**src/rtl/periodic_timer_cfg.svh**
```systemverilog
// Contract
// [RULE1] Software selects mode 10, pin action 11
// [RULE2] Run bit rise starts counter, pulse leads
// [RULE3] External clock pin edge sets run bit
// [RULE4] Run bit falling ends the pulse
// [RULE5] Compare A match clears run, interrupts
// [RULE6] Counter zeroed only on run rise
// [RULE7] Compare P and clear select ignored
// [RULE8] Software selects mode 01 for capture
// [RULE9] Capture source select picks input pin
// [RULE10] Pin action picks edge; 11 disables capture
// [RULE11] Counter free-runs until run bit falls
// [RULE12] Active edge copies counter, raises interrupt
// [RULE13] Compare P match zeroes counter, interrupts
// [RULE14] Compare P zero gives full count
// [RULE15] Software avoids external pin as clock
// [RULE16] Pulses under two clocks may be lost
// [RULE17] Compare A flag follows latch closely
// [RULE18] Edge to latch under 1.5 clocks; code latches two to three clocks after the pin edge
// [RULE19] Capture ignores clear, level, invert bits
// [RULE20] Instances 0-1 are 10-bit, 2-3 16-bit
// [RULE21] Run rise loads output initial level
// [RULE22] Invert bit reverses output polarity
// [RULE23] Matches are equality with compare values
// [RULE24] Capture pins synchronised before edge detect
`ifndef PERIODIC_TIMER_CFG_SVH
`define PERIODIC_TIMER_CFG_SVH

// ------------------------------------------------------------
// Register byte addresses
// ------------------------------------------------------------
`define PT_ADDR_CTRL 12'h000
`define PT_ADDR_CMPA 12'h004
`define PT_ADDR_CMPP 12'h008
`define PT_ADDR_CNT 12'h00C
`define PT_ADDR_STAT 12'h010

// ------------------------------------------------------------
// Control and status field positions
// ------------------------------------------------------------
`define PT_CTRL_RUN 0
`define PT_CTRL_MODE_LO 1
`define PT_CTRL_MODE_HI 2
`define PT_CTRL_IO_LO 3
`define PT_CTRL_IO_HI 4
`define PT_CTRL_OC 5
`define PT_CTRL_POL 6
`define PT_CTRL_CAPTS 7
`define PT_CTRL_CCLR 8
`define PT_CTRL_EXT_EDGE 9
`define PT_STAT_AF 0
`define PT_STAT_PF 1

// ------------------------------------------------------------
// Widths and constants
// ------------------------------------------------------------
`define PT_WIDTH_SMALL 10
`define PT_WIDTH_LARGE 16
`define PT_MAX_WIDTH 16
`define PT_ZERO_WORD 32'h0000_0000
`define PT_IO_NONE 2'h3
`define PT_SYNC_STAGES 2

`endif

```
**src/rtl/periodic_timer_pkg.sv**
```systemverilog
package periodic_timer_pkg;
  typedef enum logic [1:0] {
    MODE_COMPARE = 2'h0,
    MODE_CAPTURE = 2'h1,
    MODE_PULSE = 2'h2,
    MODE_TIMER = 2'h3
  } timer_mode_t;

  typedef enum logic [1:0] {
    EDGE_RISE = 2'h0,
    EDGE_FALL = 2'h1,
    EDGE_BOTH = 2'h2,
    EDGE_NONE = 2'h3
  } capture_edge_t;

  typedef enum logic [2:0] {
    ST_IDLE = 3'b001,
    ST_RUN = 3'b010,
    ST_STOP = 3'b100
  } run_state_t;
endpackage

```
**src/rtl/periodic_timer.sv**
```systemverilog
`timescale 1ns/1ps
`include "periodic_timer_cfg.svh"

module periodic_timer
  import periodic_timer_pkg::*;
#(
  parameter int INSTANCE = 0
) (
  input wire logic clock,
  input wire logic rst,
  input wire logic psel,
  input wire logic penable,
  input wire logic pwrite,
  input wire logic [11:0] paddr,
  input wire logic [31:0] pwdata,
  output logic [31:0] prdata,
  output logic pready,
  output logic pslverr,
  input wire logic extClockPin,
  input wire logic captureInputPin,
  output logic timerOut,
  output logic timerIrq
);
  // ----------------------------------------------------------
  // Width per instance
  // ----------------------------------------------------------
  localparam int CW = (INSTANCE < 2) ? `PT_WIDTH_SMALL : `PT_WIDTH_LARGE; // RULE20
  localparam logic [`PT_MAX_WIDTH-1:0] CMASK =
    (`PT_MAX_WIDTH)'((32'h0001_0000 >> (`PT_MAX_WIDTH - CW)) - 1);

  function automatic logic [`PT_MAX_WIDTH-1:0] trim(input logic [31:0] v);
    trim = v[`PT_MAX_WIDTH-1:0] & CMASK;
  endfunction

  // ----------------------------------------------------------
  // Registers
  // ----------------------------------------------------------
  logic counterRun_q;
  logic [1:0] timerModeSel_q;
  logic [1:0] pinActionSel_q;
  logic outputInitialLevel_q;
  logic outputInvert_q;
  logic captureSourceSel_q;
  logic clearSourceSel_q;
  logic extEdgeFall_q;
  logic [`PT_MAX_WIDTH-1:0] compareAValue_q;
  logic [`PT_MAX_WIDTH-1:0] compareAValue_d;
  logic [`PT_MAX_WIDTH-1:0] comparePValue_q;
  logic [`PT_MAX_WIDTH-1:0] count_q;
  logic [`PT_MAX_WIDTH-1:0] count_d;
  logic runLast_q;
  logic pulseLevel_q;
  logic compareAFlag_q;
  logic comparePFlag_q;
  logic capturePend_q;
  logic timerOut_q;
  logic [31:0] prdata_q;
  run_state_t state_q;
  run_state_t state_d;

  // ----------------------------------------------------------
  // Pin synchronisers
  // ----------------------------------------------------------
  logic extLevel;
  logic extRise;
  logic extFall;
  logic capLevel;
  logic capRise;
  logic capFall;

  pin_sync_edge extSync (
    .clock(clock),
    .rst(rst),
    .pinIn(extClockPin),
    .level(extLevel),
    .rise(extRise),
    .fall(extFall)
  ); // RULE24

  pin_sync_edge capSync (
    .clock(clock),
    .rst(rst),
    .pinIn(captureInputPin),
    .level(capLevel),
    .rise(capRise),
    .fall(capFall)
  ); // RULE24 RULE16

  // ----------------------------------------------------------
  // Bus decode
  // ----------------------------------------------------------
  wire busAccess = psel & penable;
  wire busWrite = busAccess & pwrite;
  wire busRead = busAccess & ~pwrite;
  wire hitCtrl = (paddr == `PT_ADDR_CTRL);
  wire hitCmpA = (paddr == `PT_ADDR_CMPA);
  wire hitCmpP = (paddr == `PT_ADDR_CMPP);
  wire hitCnt = (paddr == `PT_ADDR_CNT);
  wire hitStat = (paddr == `PT_ADDR_STAT);
  wire hitAny = hitCtrl | hitCmpA | hitCmpP | hitCnt | hitStat;
  wire wrCtrl = busWrite & hitCtrl;
  wire wrCmpA = busWrite & hitCmpA;
  wire wrCmpP = busWrite & hitCmpP;
  wire wrStat = busWrite & hitStat;

  assign pready = 1'b1;
  assign pslverr = busAccess & ~hitAny;

  // ----------------------------------------------------------
  // Mode decode
  // ----------------------------------------------------------
  wire modePulse = (timerModeSel_q == MODE_PULSE) && (pinActionSel_q == `PT_IO_NONE); // RULE1
  wire modeCapture = (timerModeSel_q == MODE_CAPTURE); // RULE8
  wire modeCompare = (timerModeSel_q == MODE_COMPARE) || (timerModeSel_q == MODE_TIMER);
  wire modePwm = (timerModeSel_q == MODE_PULSE) && !modePulse;

  wire runRise = counterRun_q & ~runLast_q;
  wire matchA = counterRun_q && (count_q == compareAValue_q); // RULE23
  wire matchP = counterRun_q && (count_q == comparePValue_q); // RULE23
  wire atMax = (count_q == CMASK);

  // Trigger edge on the external pin, its polarity held in a control bit
  wire extTrig = extEdgeFall_q ? extFall : extRise;
  wire pulseTrigger = modePulse && extTrig && !counterRun_q; // RULE3
  wire pulseStop = modePulse && matchA && !runRise; // RULE5

  // Capture source and edge select
  wire srcRise = captureSourceSel_q ? extRise : capRise; // RULE9
  wire srcFall = captureSourceSel_q ? extFall : capFall; // RULE9
  logic edgeHit;
  always_comb begin
    case (capture_edge_t'(pinActionSel_q))
      EDGE_RISE: edgeHit = srcRise;
      EDGE_FALL: edgeHit = srcFall;
      EDGE_BOTH: edgeHit = srcRise | srcFall;
      default: edgeHit = 1'b0; // RULE10
    endcase
  end
  // Edge seen two clocks after the pin; latched one clock later
  wire captureHit = modeCapture && counterRun_q && edgeHit; // RULE12 RULE18

  // ----------------------------------------------------------
  // Counter next value
  // ----------------------------------------------------------
  wire pWrap = (comparePValue_q == '0) ? atMax : matchP; // RULE14
  always_comb begin
    count_d = count_q;
    if (runRise) begin
      count_d = '0; // RULE6
    end else if (counterRun_q) begin
      if (modePulse) begin
        count_d = trim(32'(count_q) + 32'h0000_0001); // RULE7
      end else if (modeCapture && pWrap) begin
        count_d = '0; // RULE13
      end else if (modeCompare && clearSourceSel_q && matchA) begin
        count_d = '0;
      end else if (!modeCapture && !clearSourceSel_q && pWrap) begin
        count_d = '0;
      end else begin
        count_d = trim(32'(count_q) + 32'h0000_0001); // RULE11
      end
    end
  end

  // ----------------------------------------------------------
  // Run state
  // ----------------------------------------------------------
  always_comb begin
    case (state_q)
      ST_IDLE: state_d = counterRun_q ? ST_RUN : ST_IDLE;
      ST_RUN: state_d = counterRun_q ? ST_RUN : ST_STOP;
      ST_STOP: state_d = counterRun_q ? ST_RUN : ST_IDLE;
      default: state_d = ST_IDLE;
    endcase
  end

  // Captured counter lands in compare A, else software value
  always_comb begin
    compareAValue_d = compareAValue_q;
    if (wrCmpA) begin
      compareAValue_d = trim(pwdata);
    end
    if (captureHit) begin
      compareAValue_d = count_q; // RULE12
    end
  end

  // ----------------------------------------------------------
  // Control register
  // ----------------------------------------------------------
  always_ff @(posedge clock) begin
    if (rst) begin
      counterRun_q <= 1'b0;
      timerModeSel_q <= 2'h0;
      pinActionSel_q <= 2'h0;
      outputInitialLevel_q <= 1'b0;
      outputInvert_q <= 1'b0;
      captureSourceSel_q <= 1'b0;
      clearSourceSel_q <= 1'b0;
      extEdgeFall_q <= 1'b0;
    end else begin
      if (wrCtrl) begin
        timerModeSel_q <= pwdata[`PT_CTRL_MODE_HI:`PT_CTRL_MODE_LO];
        pinActionSel_q <= pwdata[`PT_CTRL_IO_HI:`PT_CTRL_IO_LO];
        outputInitialLevel_q <= pwdata[`PT_CTRL_OC];
        outputInvert_q <= pwdata[`PT_CTRL_POL];
        captureSourceSel_q <= pwdata[`PT_CTRL_CAPTS];
        clearSourceSel_q <= pwdata[`PT_CTRL_CCLR];
        extEdgeFall_q <= pwdata[`PT_CTRL_EXT_EDGE];
      end
      // Hardware clear wins, then hardware set, then software
      if (pulseStop) begin
        counterRun_q <= 1'b0; // RULE5 RULE4
      end else if (pulseTrigger) begin
        counterRun_q <= 1'b1; // RULE3
      end else if (wrCtrl) begin
        counterRun_q <= pwdata[`PT_CTRL_RUN];
      end
    end
  end

  // ----------------------------------------------------------
  // Counter, compare values and output
  // ----------------------------------------------------------
  always_ff @(posedge clock) begin
    if (rst) begin
      count_q <= '0;
      compareAValue_q <= '0;
      comparePValue_q <= '0;
      runLast_q <= 1'b0;
      pulseLevel_q <= 1'b0;
      state_q <= ST_IDLE;
    end else begin
      count_q <= count_d;
      compareAValue_q <= compareAValue_d;
      runLast_q <= counterRun_q;
      state_q <= state_d;
      if (wrCmpP) begin
        comparePValue_q <= trim(pwdata);
      end
      if (runRise) begin
        pulseLevel_q <= outputInitialLevel_q; // RULE21 RULE2
      end else if (modePulse && !counterRun_q) begin
        pulseLevel_q <= ~outputInitialLevel_q; // RULE4
      end else if (modeCompare && matchA) begin
        pulseLevel_q <= ~pulseLevel_q;
      end
    end
  end

  // Capture holds the pin low; other modes drive it with polarity
  always_ff @(posedge clock) begin
    if (rst) begin
      timerOut_q <= 1'b0;
    end else if (!modeCapture) begin
      timerOut_q <= pulseLevel_q ^ outputInvert_q; // RULE22
    end else begin
      timerOut_q <= 1'b0; // RULE19
    end
  end
  assign timerOut = timerOut_q;

  // ----------------------------------------------------------
  // Flags, set wins over write-one-to-clear
  // ----------------------------------------------------------
  wire setA = pulseStop || capturePend_q || (modeCompare && matchA) || (modePwm && matchA); // RULE5
  wire setP = (modeCapture && counterRun_q && pWrap) || (!modeCapture && !modePulse && matchP); // RULE13

  always_ff @(posedge clock) begin
    if (rst) begin
      compareAFlag_q <= 1'b0;
      comparePFlag_q <= 1'b0;
      capturePend_q <= 1'b0;
    end else begin
      capturePend_q <= captureHit; // RULE17
      if (setA) begin
        compareAFlag_q <= 1'b1;
      end else if (wrStat && pwdata[`PT_STAT_AF]) begin
        compareAFlag_q <= 1'b0;
      end
      if (setP) begin
        comparePFlag_q <= 1'b1;
      end else if (wrStat && pwdata[`PT_STAT_PF]) begin
        comparePFlag_q <= 1'b0;
      end
    end
  end
  assign timerIrq = compareAFlag_q | comparePFlag_q;

  // ----------------------------------------------------------
  // Read data
  // ----------------------------------------------------------
  logic [31:0] readMux;
  always_comb begin
    readMux = `PT_ZERO_WORD;
    if (hitCtrl) begin
      readMux[`PT_CTRL_RUN] = counterRun_q;
      readMux[`PT_CTRL_MODE_HI:`PT_CTRL_MODE_LO] = timerModeSel_q;
      readMux[`PT_CTRL_IO_HI:`PT_CTRL_IO_LO] = pinActionSel_q;
      readMux[`PT_CTRL_OC] = outputInitialLevel_q;
      readMux[`PT_CTRL_POL] = outputInvert_q;
      readMux[`PT_CTRL_CAPTS] = captureSourceSel_q;
      readMux[`PT_CTRL_CCLR] = clearSourceSel_q;
      readMux[`PT_CTRL_EXT_EDGE] = extEdgeFall_q;
    end else if (hitCmpA) begin
      readMux[`PT_MAX_WIDTH-1:0] = compareAValue_q;
    end else if (hitCmpP) begin
      readMux[`PT_MAX_WIDTH-1:0] = comparePValue_q;
    end else if (hitCnt) begin
      readMux[`PT_MAX_WIDTH-1:0] = count_q;
    end else if (hitStat) begin
      readMux[`PT_STAT_AF] = compareAFlag_q;
      readMux[`PT_STAT_PF] = comparePFlag_q;
    end
  end

  // Read data registered at setup so it is stable in the access phase
  always_ff @(posedge clock) begin
    if (rst) begin
      prdata_q <= `PT_ZERO_WORD;
    end else if (psel && !penable && !pwrite) begin
      prdata_q <= readMux;
    end
  end
  assign prdata = prdata_q;

  wire unusedLevels = extLevel ^ capLevel ^ busRead;
endmodule // periodic_timer

```
**src/rtl/pin_sync_edge.sv**
```systemverilog
`timescale 1ns/1ps
`include "periodic_timer_cfg.svh"

module pin_sync_edge (
  input wire logic clock,
  input wire logic rst,
  input wire logic pinIn,
  output logic level,
  output logic rise,
  output logic fall
);
  // ----------------------------------------------------------
  // Two-stage synchroniser, first stage feeds only the second
  // ----------------------------------------------------------
  logic meta_q;
  logic sync_q;
  logic last_q;

  always_ff @(posedge clock) begin
    if (rst) begin
      meta_q <= 1'b0;
      sync_q <= 1'b0;
      last_q <= 1'b0;
    end else begin
      meta_q <= pinIn;
      sync_q <= meta_q;
      last_q <= sync_q;
    end
  end

  assign level = sync_q;
  assign rise = sync_q & ~last_q;
  assign fall = ~sync_q & last_q;
endmodule // pin_sync_edge

```
**config.mk**
```make
export PLATFORM = sky130hd
export DESIGN_NAME = periodic_timer
export DESIGN_NICKNAME = d
export VERILOG_FILES = /design/src/rtl/periodic_timer_pkg.sv /design/src/rtl/periodic_timer.sv /design/src/rtl/pin_sync_edge.sv
export VERILOG_INCLUDE_DIRS = /design/src /design/src/rtl
export SDC_FILE = /design/constraint.sdc
export NUM_CORES = 1
export LEC_CHECK = 0
export ABC_AREA = 1
export BUFFER_PORTS_ARGS = -buffer_cell sky130_fd_sc_hd__buf_2
export CAP_MARGIN = 20
export CORE_ASPECT_RATIO = 1.4
export CORE_MARGIN = 2
export CORE_UTILIZATION = 54
export CTS_BUF_LIST = sky130_fd_sc_hd__clkbuf_16
export DETAILED_ROUTE_END_ITERATION = 8
export PLACE_DENSITY = 0.8
export SLEW_MARGIN = 10
export SYNTH_ARGS = -nofsm -noshare
export SYNTH_HDL_FRONTEND = slang
export SYNTH_SLANG_ARGS = --single-unit
```
**constraint.sdc**
```tcl
create_clock -name clock -period 1.7 [get_ports clock]
set_input_delay 0.17 -clock clock [delete_from_list [all_inputs] [get_ports clock]]
set_output_delay 0.17 -clock clock [all_outputs]
set_load 0.05 [all_outputs]
```
* Word-level counts from Yosys, hierarchy flattened *
Cells that the tools add are included.
Widths: inputs -> output; s select.

storage, ports and cells
  word-level logic and storage cells = 141
  register bits after elaboration = 74
  bits of input ports = 51

operators by class
  mux-type cells = 27
  reductions and logical operators = 49
  equality and inequality tests = 13
  bitwise operators = 27
  add/sub/neg operators = 1

operator list
  operator               number
  $mux 16                4
  $mux 10                5
  $logic_and 1x1->1      25
  $eq 12x4->1 const B    2
  $eq 10x16->1           1
  $logic_not 16->1       1
  $mux 1                 13
  $and 1x1->1            12
  $eq 12x3->1 const B    1
  $eq 12x5->1 const B    1
  $logic_not 12->1       1
  $add 10x1->10 const B  1
  $eq 10x10->1           1
  $eq 10x10->1 const B   1
  $eq 2x2->1 const B     4
  $mux 8                 1
  $not 1->1              8
  $reduce_bool 2->1      4
  $logic_not 1->1        7
  $mux 6                 1
  $or 1x1->1             6
  $reduce_or 2->1        3
  $logic_or 1x1->1       5
  $eq 2x1->1 const B     2
  other kinds (5)        7

* Longest topological paths before layout *
Gate-level depths: netlist of the first run.

  depth after elaboration = 8
  depth in mapped cells = 14
  gate-level depth less buffers = 13

* Modules after synthesis *
From an unflattened synthesis of the first run, not the netlist that was laid out.

unflattened totals
  cells, all modules = 542
  area, all modules = 3,614.7 um2

by module, submodules not included
  module          times used  sequential area each (um2)  cells each  area each (um2)
  periodic_timer  1           1,121.1                     518         3,427.0
  pin_sync_edge   2           60.1                        12          93.8

* Least setup slack after synthesis of the first run *
No wires, ideal clock.

  path kind = reg-to-reg
  start point = reg count_q[0]
  end point = reg count_q[7]
  arrival = 1.445 ns
  slack = 0.139 ns
  setup time = 0.116 ns
  buffers on the path = 0
  stages on the path, launching flop included = 13
  cells stage by stage = dfxtp_1 ha_1 nand3_1 nor2_2 nand4_1 nor2_1 nand2_1 nand2_1 nand2_1 nand2_2 nand3_4 nand2_8 nor2_2

on the way
  word-level cells in the longest chain between the ends = 8
  elaborated cells between the ends (all ways) = 14

RTL lines
  element                                                RTL line               RTL
  start: declaration                                     periodic_timer.sv:49   logic [`PT_MAX_WIDTH-1:0] count_q;
  start signal: assignment                               periodic_timer.sv:234  count_q <= count_d;
  branches (longest 7 deep; another with $add 10x1->10)  --
  $mux 10 *                                              periodic_timer.sv:151  if (modePulse) begin

Every way passes the cells marked *.
A chain may end at the register's enable or synchronous reset.

* Worst setup path after layout of the first run *
  start point = reg count_q[1]
  end point = reg count_q[3]

The elaborated chain is that of the path after synthesis.

==> metrics, run 1 <==
delay of the slowest cell on the worst path=360 ps; effective utilization at floorplan=55.0%; CTS Sinks=62; number of distinct library cells after synthesis=42; arrival time worst endpoint=1860 ps; CP max stage cell=dfxtp_2; count of endpoints failing setup in the final report=0; busiest metal layer after global routing=met2; maximum buffer depth of the clock tree=2; fraction of registers with async set/reset=0%; worst-case vdd ir drop=0.902 mV; die height=100 um; category of the worst setup path capture point=flip-flop; die area=7320 um2; Power Total=3.90 mW; power per cell area=887 nW/um2; total inserted antenna cells=0; Critical R2R Launch=count_q[1]$_SDFFE_PP0P_; clock latency of the later-clocked register in the worst-skew pair=330 ps; global-route track usage on met1=33.0%; drt drc=0; cell repeated most along the worst path=nand2_2; Max H-tree Level=3; Core Box Area=6530 um2; Yosys reg bits=62; Hold Buf Count CTS=0; Inserted Clock Buffers=9; Net count, final=652; achievable frequency=609 MHz; crit path from=count_q[1]$_SDFFE_PP0P_; met3 routing resource usage after global routing=7.30%; number of global-route vias before repair=3291; weighted congestion at the end of routability-driven global placement=0.939; Max Cap Violations=0; Final Critical Period=1640 ps; remaining number of nets flagged by the antenna check after routing=0; number of synthesized flops with an enable pin=0; iteration-0 DRC count of the detailed router=241; initial antenna violation count=0; most common flop cell mapped by yosys=dfxtp_1; clock tree from TritonCTS=done; launch point of the worst hold path=extClockPin; Die W=72.9 um; Final Max Tran Viols=0; WS Path Type=flip-flop to flip-flop; type of the tightest min-delay check=primary input to flip-flop; top area cells in the synthesized netlist=dfxtp_1 (35%), nand2_1 (12%), a21oi_1 (6.8%), o21ai_0 (6.0%), buf_4 (5.4%); Area growth syn-to-layout=22.6%; detailed-route wire length=10100 um; outcome=complete, no violations; Via Count=3679; RSZ-0062 raised after global routing=true; static leakage=1.84 nW; global-route wire length before repair=15800 um; ratio of cells with drive above 1 in the final layout=25.9%; router iterations before antenna repair=4; GRT met2 Usage=49.9%; final global-route overflow total=0; Critical Path Start Type=flip-flop; via-per-instance ratio=5.43; Post-Syn Area per Cell=6.73 um2; clock-pin transition on the worst setup and hold timing paths=60 ps; half-perimeter wire length after placement=7470 um; count of cells along the worst register-to-register path=12; maximum number of pins on one net before global-route repair=31; area of the mapped netlist=3590 um2; number of core rows=35; number of standard cells after synthesis=533; critical path required time=1920 ps; Total Routing Usage GR=28.5%; largest fanout of any net on the critical path=8; ports placed on the boundary=87; count of yosys warnings during synthesis=0; Port Buffers=41; number of stages on the worst hold path=3; Clock Tree Root=clkbuf_16; Final Hold Vio Count=0; final clock skew=6.17 ps; cell type with the highest aggregate area in the netlist=dfxtp_1; register area share after synthesis=34.6%; Final period util=96.6%; area share of the leading cell type in the synthesized netlist=34.6%; ordered list of cells on the worst path=ha_4 -> nand3_4 -> nor2_4 -> nand4_1 -> nor2_2 -> nand2_1 -> nand2_2 -> nand2_2 -> nand2_2 -> nand3_4 -> nand2_8 -> nor2_2; Avg WL per Cell=15.0 um; smallest hold slack=39.5 ps
-- where the power goes --
group	internal (mW)	switching [mW]
Combinational	0.0658	0.248
Sequential	1.47	0.00608
Clock	1.44	0.678
Total	2.97	0.932
-- metal layers --
layer,up-vias,wire length [um]
met3,26,533
met1,1687,4040
li1,1818,-
met2,148,5340
met5,-,0
met4,0,213
-- state kept, by name (all words and copies together) (netlist names), 2 cells and up --
name and count:
pinActionSel_q 2, prdata 10, timerModeSel_q 2, compareAValue_q 10
comparePValue_q 10, count_q 10
-- synth_stat cells (3+ instances only) --
| cell type | number |
|---|---|
| inv_2 | 15 |
| nor3_2 | 3 |
| dfxtp_1 | 62 |
| o21ai_1 | 10 |
| nor3_1 | 4 |
| xnor2_1 | 3 |
| xor2_1 | 8 |
| nand3_1 | 22 |
| clkbuf_1 | 8 |
| nor2_2 | 13 |
| o22ai_1 | 7 |
| nand2_1 | 117 |
| ha_1 | 3 |
| buf_2 | 4 |
| nand4_1 | 11 |
| nor2_1 | 40 |
| buf_4 | 26 |
| nand2_2 | 5 |
| o21ai_0 | 43 |
| inv_1 | 48 |
| a21oi_1 | 49 |
| a31oi_1 | 8 |
-- worst max-delay path, delay by kind of cell, from the launching register on --
| kind | cells | cell delay (ps) |
|---|---|---|
| flops | 1 | 360 |
| simple gates | 11 | 1000 |
| fa+ha+maj | 1 | 150 |
-- final timing paths --
path | to | slack (ps)
max reg2reg | count_q[3]$_SDFFE_PP0P_ | 60
min reg2reg | extSync.level$_SDFF_PP0_ | 410
min | extSync.meta_q$_SDFF_PP0_ | 40
max | count_q[3]$_SDFFE_PP0P_ | 60
-- repair_timing --
item                                    4_1_cts  5_1_grt
endpoints found under the setup margin        9       19
buffers inserted                              5        5
pin swaps                                     7       13
resized for setup                             9       21
-- area by class of cell --
type | instances | area [um2]
clock buffers | 9 | 225
clock inverters | 7 | 120
fillers | 553 | 2130
inverters | 64 | 245
multi-input cells | 388 | 2000
flip-flops and latches | 62 | 1250
well taps | 74 | 92.6
repair buffers | 73 | 465
-- cell families after synthesis --
logic type	share of synthesized area (%)
AOI/OAI and AO/OA	17.5
other	0.209
adders and majority gates	1.05
xor gates and xnor gates	2.69
DFF	34.6
buffers and inverters	14.0
and+or+nand+nor	30.0
-- per-stage QoR --
| step | utilization [%] | worst slack [ps] | instances | setup TNS, ps | cell area [um2] |
|---|---|---|---|---|---|
| final | 67.4 | 57.8 | 677 | 0 | 4400 |
| after global routing | 67.4 | -25.7 | 677 | -140 | 4400 |
| after CTS | 66.0 | 6.33 | 673 | 0 | 4310 |
| after detailed placement | 59.7 | -30.7 | 652 | -211 | 3890 |
| after global placement | 59.7 | 62.2 | 652 | 0 | 3890 |
| after floorplan | - | 139 | 554 | 0 | 3670 |
-- layout by cell type, fill, tap and decap left out, types with 7 or more instances in the layout --
| cell | Yosys | final |
|---|---|---|
| nand2_1 | 117 | 114 |
| dfxtp_1 | 62 | 55 |
| a21oi_1 | 49 | 47 |
| inv_1 | 48 | 46 |
| o21ai_0 | 43 | 42 |
| buf_2 | 4 | 41 |
| nor2_1 | 40 | 35 |
| buf_4 | 26 | 29 |
| conb_1 | 2 | 23 |
| nand3_1 | 22 | 20 |
| nor2_2 | 13 | 16 |
| inv_2 | 15 | 16 |
| nand4_1 | 11 | 11 |
| o21ai_1 | 10 | 11 |
| clkbuf_16 | 0 | 9 |
| nand2_2 | 5 | 8 |
| xor2_1 | 8 | 8 |
| a31oi_1 | 8 | 8 |
| o22ai_1 | 7 | 7 |
Power figures use the tool's default switching activity.
==> run 2: changes to the inputs <==
Settings changed: SLEW_MARGIN 10 to not set, SYNTH_HIERARCHICAL set to 1.
==> run 2 against run 1 <==
Against the previous run: flip-flop and latch count did not move; via count up 7.3%; area after synthesis rose by 0.73%; non-clock buffer count increased by 6; sequential share of layout area shrank 0.64 points; wire length increased by 12%; clock-buffer cell count unchanged; clock power fell by 9%; fmax fell by 1.4%; register-to-register slack lost 20 ps; utilization grew 1.5 points; clock skew down 2.3 ps.
==> metrics, run 2 <==
outcome=complete, no violations; Core Box Area=6530 um2 (unchanged); critical path required time=1920 ps (about the same); most frequent cells in the layout=nand2_1 (108), inv_1 (59), nor2_1 (55); Die W=73.1 um (+0.34%); total inserted antenna cells=0 (unchanged); launch point of the worst hold path=extClockPin; area of the mapped netlist=3610 um2 (+0.73%); clock tree from TritonCTS=done; iteration-0 DRC count of the detailed router=417 (+73%); WS Path Type=flip-flop to flip-flop; worst setup slack after layout=34.6 ps (-23.3 ps); Hold Buf Count CTS=0 (unchanged); maximum buffer depth of the clock tree=2 (unchanged); most common flop cell mapped by yosys=dfxtp_1; CP max stage cell=dfxtp_2; half-perimeter wire length after placement=8200 um (+9.7%); Via Count=3948 (+7.3%); category of the worst setup path capture point=flip-flop; via-per-instance ratio=5.66 (+4.2%); smallest hold slack=46.3 ps (+6.80 ps); clock latency of the later-clocked register in the worst-skew pair=330 ps (about the same); Port Buffers=41 (unchanged); Inserted Clock Buffers=9 (unchanged); area share of the leading cell type in the synthesized netlist=34.3% (-0.25 points); number of synthesized flops with an enable pin=0 (unchanged); count of cells along the worst register-to-register path=11 (-1); Critical R2R Launch=count_q[7]$_SDFFE_PP0P_; router iterations before antenna repair=6 (+2); number of core rows=35 (unchanged); Final Hold Vio Count=0 (unchanged); final clock skew=3.86 ps (-2.31 ps); Critical Path Start Type=flip-flop; Area growth syn-to-layout=24.3%; most common cell in the synthesized netlist=nand2_1; fraction of registers with async set/reset=0% (unchanged); ordered list of cells on the worst path=buf_4 -> nand2_1 -> nand2_1 -> nor3_1 -> nand2_1 -> nor2_2 -> nand4_1 -> nand2_2 -> nand3_4 -> nand2_2 -> nor2_1; top area cells in the synthesized netlist=dfxtp_1 (34%), nand2_1 (12%), inv_1 (6.5%), nor2_1 (6.1%), o21ai_0 (5.4%); total buffers and inverters traversed by the critical path=1 (+1); clock-pin transition on the worst setup and hold timing paths=50 ps (about the same); Max H-tree Level=3 (unchanged); Power Total=3.72 mW (-4.7%); pre-CTS setup slack=-18.3 ps (+12.3 ps); effective utilization at floorplan=55.4% (+0.40 points); die area=7370 um2 (+0.69%); worst min-delay path endpoint=extSync/meta_q$_SDFF_PP0_; largest fanout of any net on the critical path=5 (-3); cell type with the highest aggregate area in the netlist=dfxtp_1; type of the tightest min-delay check=primary input to flip-flop; worst reg2reg path endpoint=count_q[6]$_SDFFE_PP0P_; count of endpoints failing setup in the final report=0 (unchanged); register area share after synthesis=34.3% (-0.25 points); die height=101 um (+0.35%); count of yosys warnings during synthesis=6 (+6); ratio of cells with drive above 1 in the final layout=24.6% (-1.3 points); cell class contributing the biggest share of worst-path delay=simple AND/OR/NAND/NOR gates; initial antenna violation count=0 (unchanged); cell total after placement=675 (+3.5%); number of global-route vias before repair=3626 (+10%); remaining number of nets flagged by the antenna check after routing=0 (unchanged); Post-Syn Area per Cell=6.67 um2 (-0.94%); detailed-route wire length=11300 um (+12%); Total Routing Usage GR=30.1% (+1.6 points); Yosys reg bits=62 (unchanged); static leakage=2.05 nW (+11%); global-route wire length before repair=17000 um (+7.5%); Final Max Tran Viols=0 (unchanged); Max Cap Violations=0 (unchanged); Avg WL per Cell=16.3 um (+8.8%); delay of the slowest cell on the worst path=350 ps (about the same); weighted congestion at the end of routability-driven global placement=0.945 (+0.60%); final global-route overflow total=0 (unchanged); number of distinct library cells after synthesis=39 (-7.1%); Final Critical Period=1670 ps (+23.3 ps); reg2reg setup slack=30 ps (-20 ps); CTS Sinks=62 (unchanged); achievable frequency=600 MHz (-1.4%); cell repeated most along the worst path=nand2_1; number of stages on the worst hold path=3 (unchanged); Clock Tree Root=clkbuf_16; ports placed on the boundary=87 (unchanged); arrival time worst endpoint=1890 ps (+30 ps); number of standard cells in the layout, taps in and fillers out=697 (+3.0%); number of standard cells after synthesis=542 (+1.7%); Commonest cells post-synth=nand2_1 (112), inv_1 (63), dfxtp_1 (62); drt drc=0 (unchanged); maximum number of pins on one net before global-route repair=36 (+16%); worst-case vdd ir drop=0.877 mV (-2.8%); Final period util=98.0% (+1.4 points); most common cell after layout, fill and taps aside=nand2_1; power per cell area=827 nW/um2 (-6.7%); Net count, final=672 (+3.1%)
==> run 2: cell count changes after synthesis, moves of 9 or more <==
cell	previous run	this run
a21oi_1	49	37
inv_1	48	63
nand3_1	22	31
nor2_1	40	59
nor2_2	13	2
==> run 2: worst max path at each step <==
stage	to	slack [ps]	depth (start not counted)	from
after global placement	count_q[1]$_SDFFE_PP0P_	20	9	count_q[2]$_SDFFE_PP0P_
after floorplan	pslverr	60	8	paddr[11]
final	count_q[6]$_SDFFE_PP0P_	30	11	count_q[7]$_SDFFE_PP0P_
after global routing	pulseLevel_q$_SDFFE_PP0P_	-60	11	count_q[9]$_SDFFE_PP0P_
after detailed placement	count_q[1]$_SDFFE_PP0P_	-20	10	count_q[1]$_SDFFE_PP0P_
after CTS	count_q[1]$_SDFFE_PP0P_	20	12	count_q[1]$_SDFFE_PP0P_
==> run 2: what timing repair did <==
| item | CTS | global route |
|---|---|---|
| setup buffers | 0 | 3 |
| endpoints found under the setup margin | 9 | 23 |
| endpoints found under the hold margin | 0 | 0 |
| pin swaps | 0 | 8 |
| cloned | 0 | 3 |
| resized for setup | 2 | 36 |
==> run 2: worst min-delay path, cell delays in order <==
cell	delay, ps
buf_2	80
inv_1	30
nor2_1	70
==> run 2: kinds of logic (layout without fill, tap and decap cells) <==
group           count (synthesis)  after routing  share of synthesized area, %
other cells                     2             23                         0.208
fa+ha+maj                       3              3                          1.04
flops                          62             62                          34.3
buf+inv                       112            169                          14.6
compound gates                118            118                          17.6
xor+xnor                       10             10                          2.42
simple gates                  235            238                          29.8
==> run 2: final cells by class <==
class | count | area, um2
fillers | 547 | 2030
flip-flops and latches | 62 | 1250
clock buffers | 9 | 225
well taps | 74 | 92.6
clock inverters | 7 | 88.8
repair buffers | 79 | 502
inverters | 74 | 283
multi-input cells | 392 | 2050
==> run 2: stage by stage <==
step | util, % | cell area [um2] | TNS (ps)
2_1_floorplan | - | 3700 | 0
3_3_place_gp | 61.5 | 4010 | 0
3_5_place_dp | 61.5 | 4010 | -20.5
4_1_cts | 66.5 | 4340 | 0
5_1_grt | 68.9 | 4490 | -451
6_report | 68.9 | 4490 | 0
==> run 2: per-layer routing <==
layer  track usage [%]  part of all wire [%]  vias to the layer above
met5                 0                     0                        -
met4              17.1                   6.1                        0
met3              5.10                   7.2                       61
met2              51.4                    50                      223
met1              34.8                    37                     1788
li1                  -                     -                     1876
==> run 2: power breakdown <==
part	internal [mW]	switching [mW]	leakage [nW]
Combinational	0.0663	0.251	1.39
Clock	1.27	0.660	0.150
Sequential	1.47	0.00484	0.505
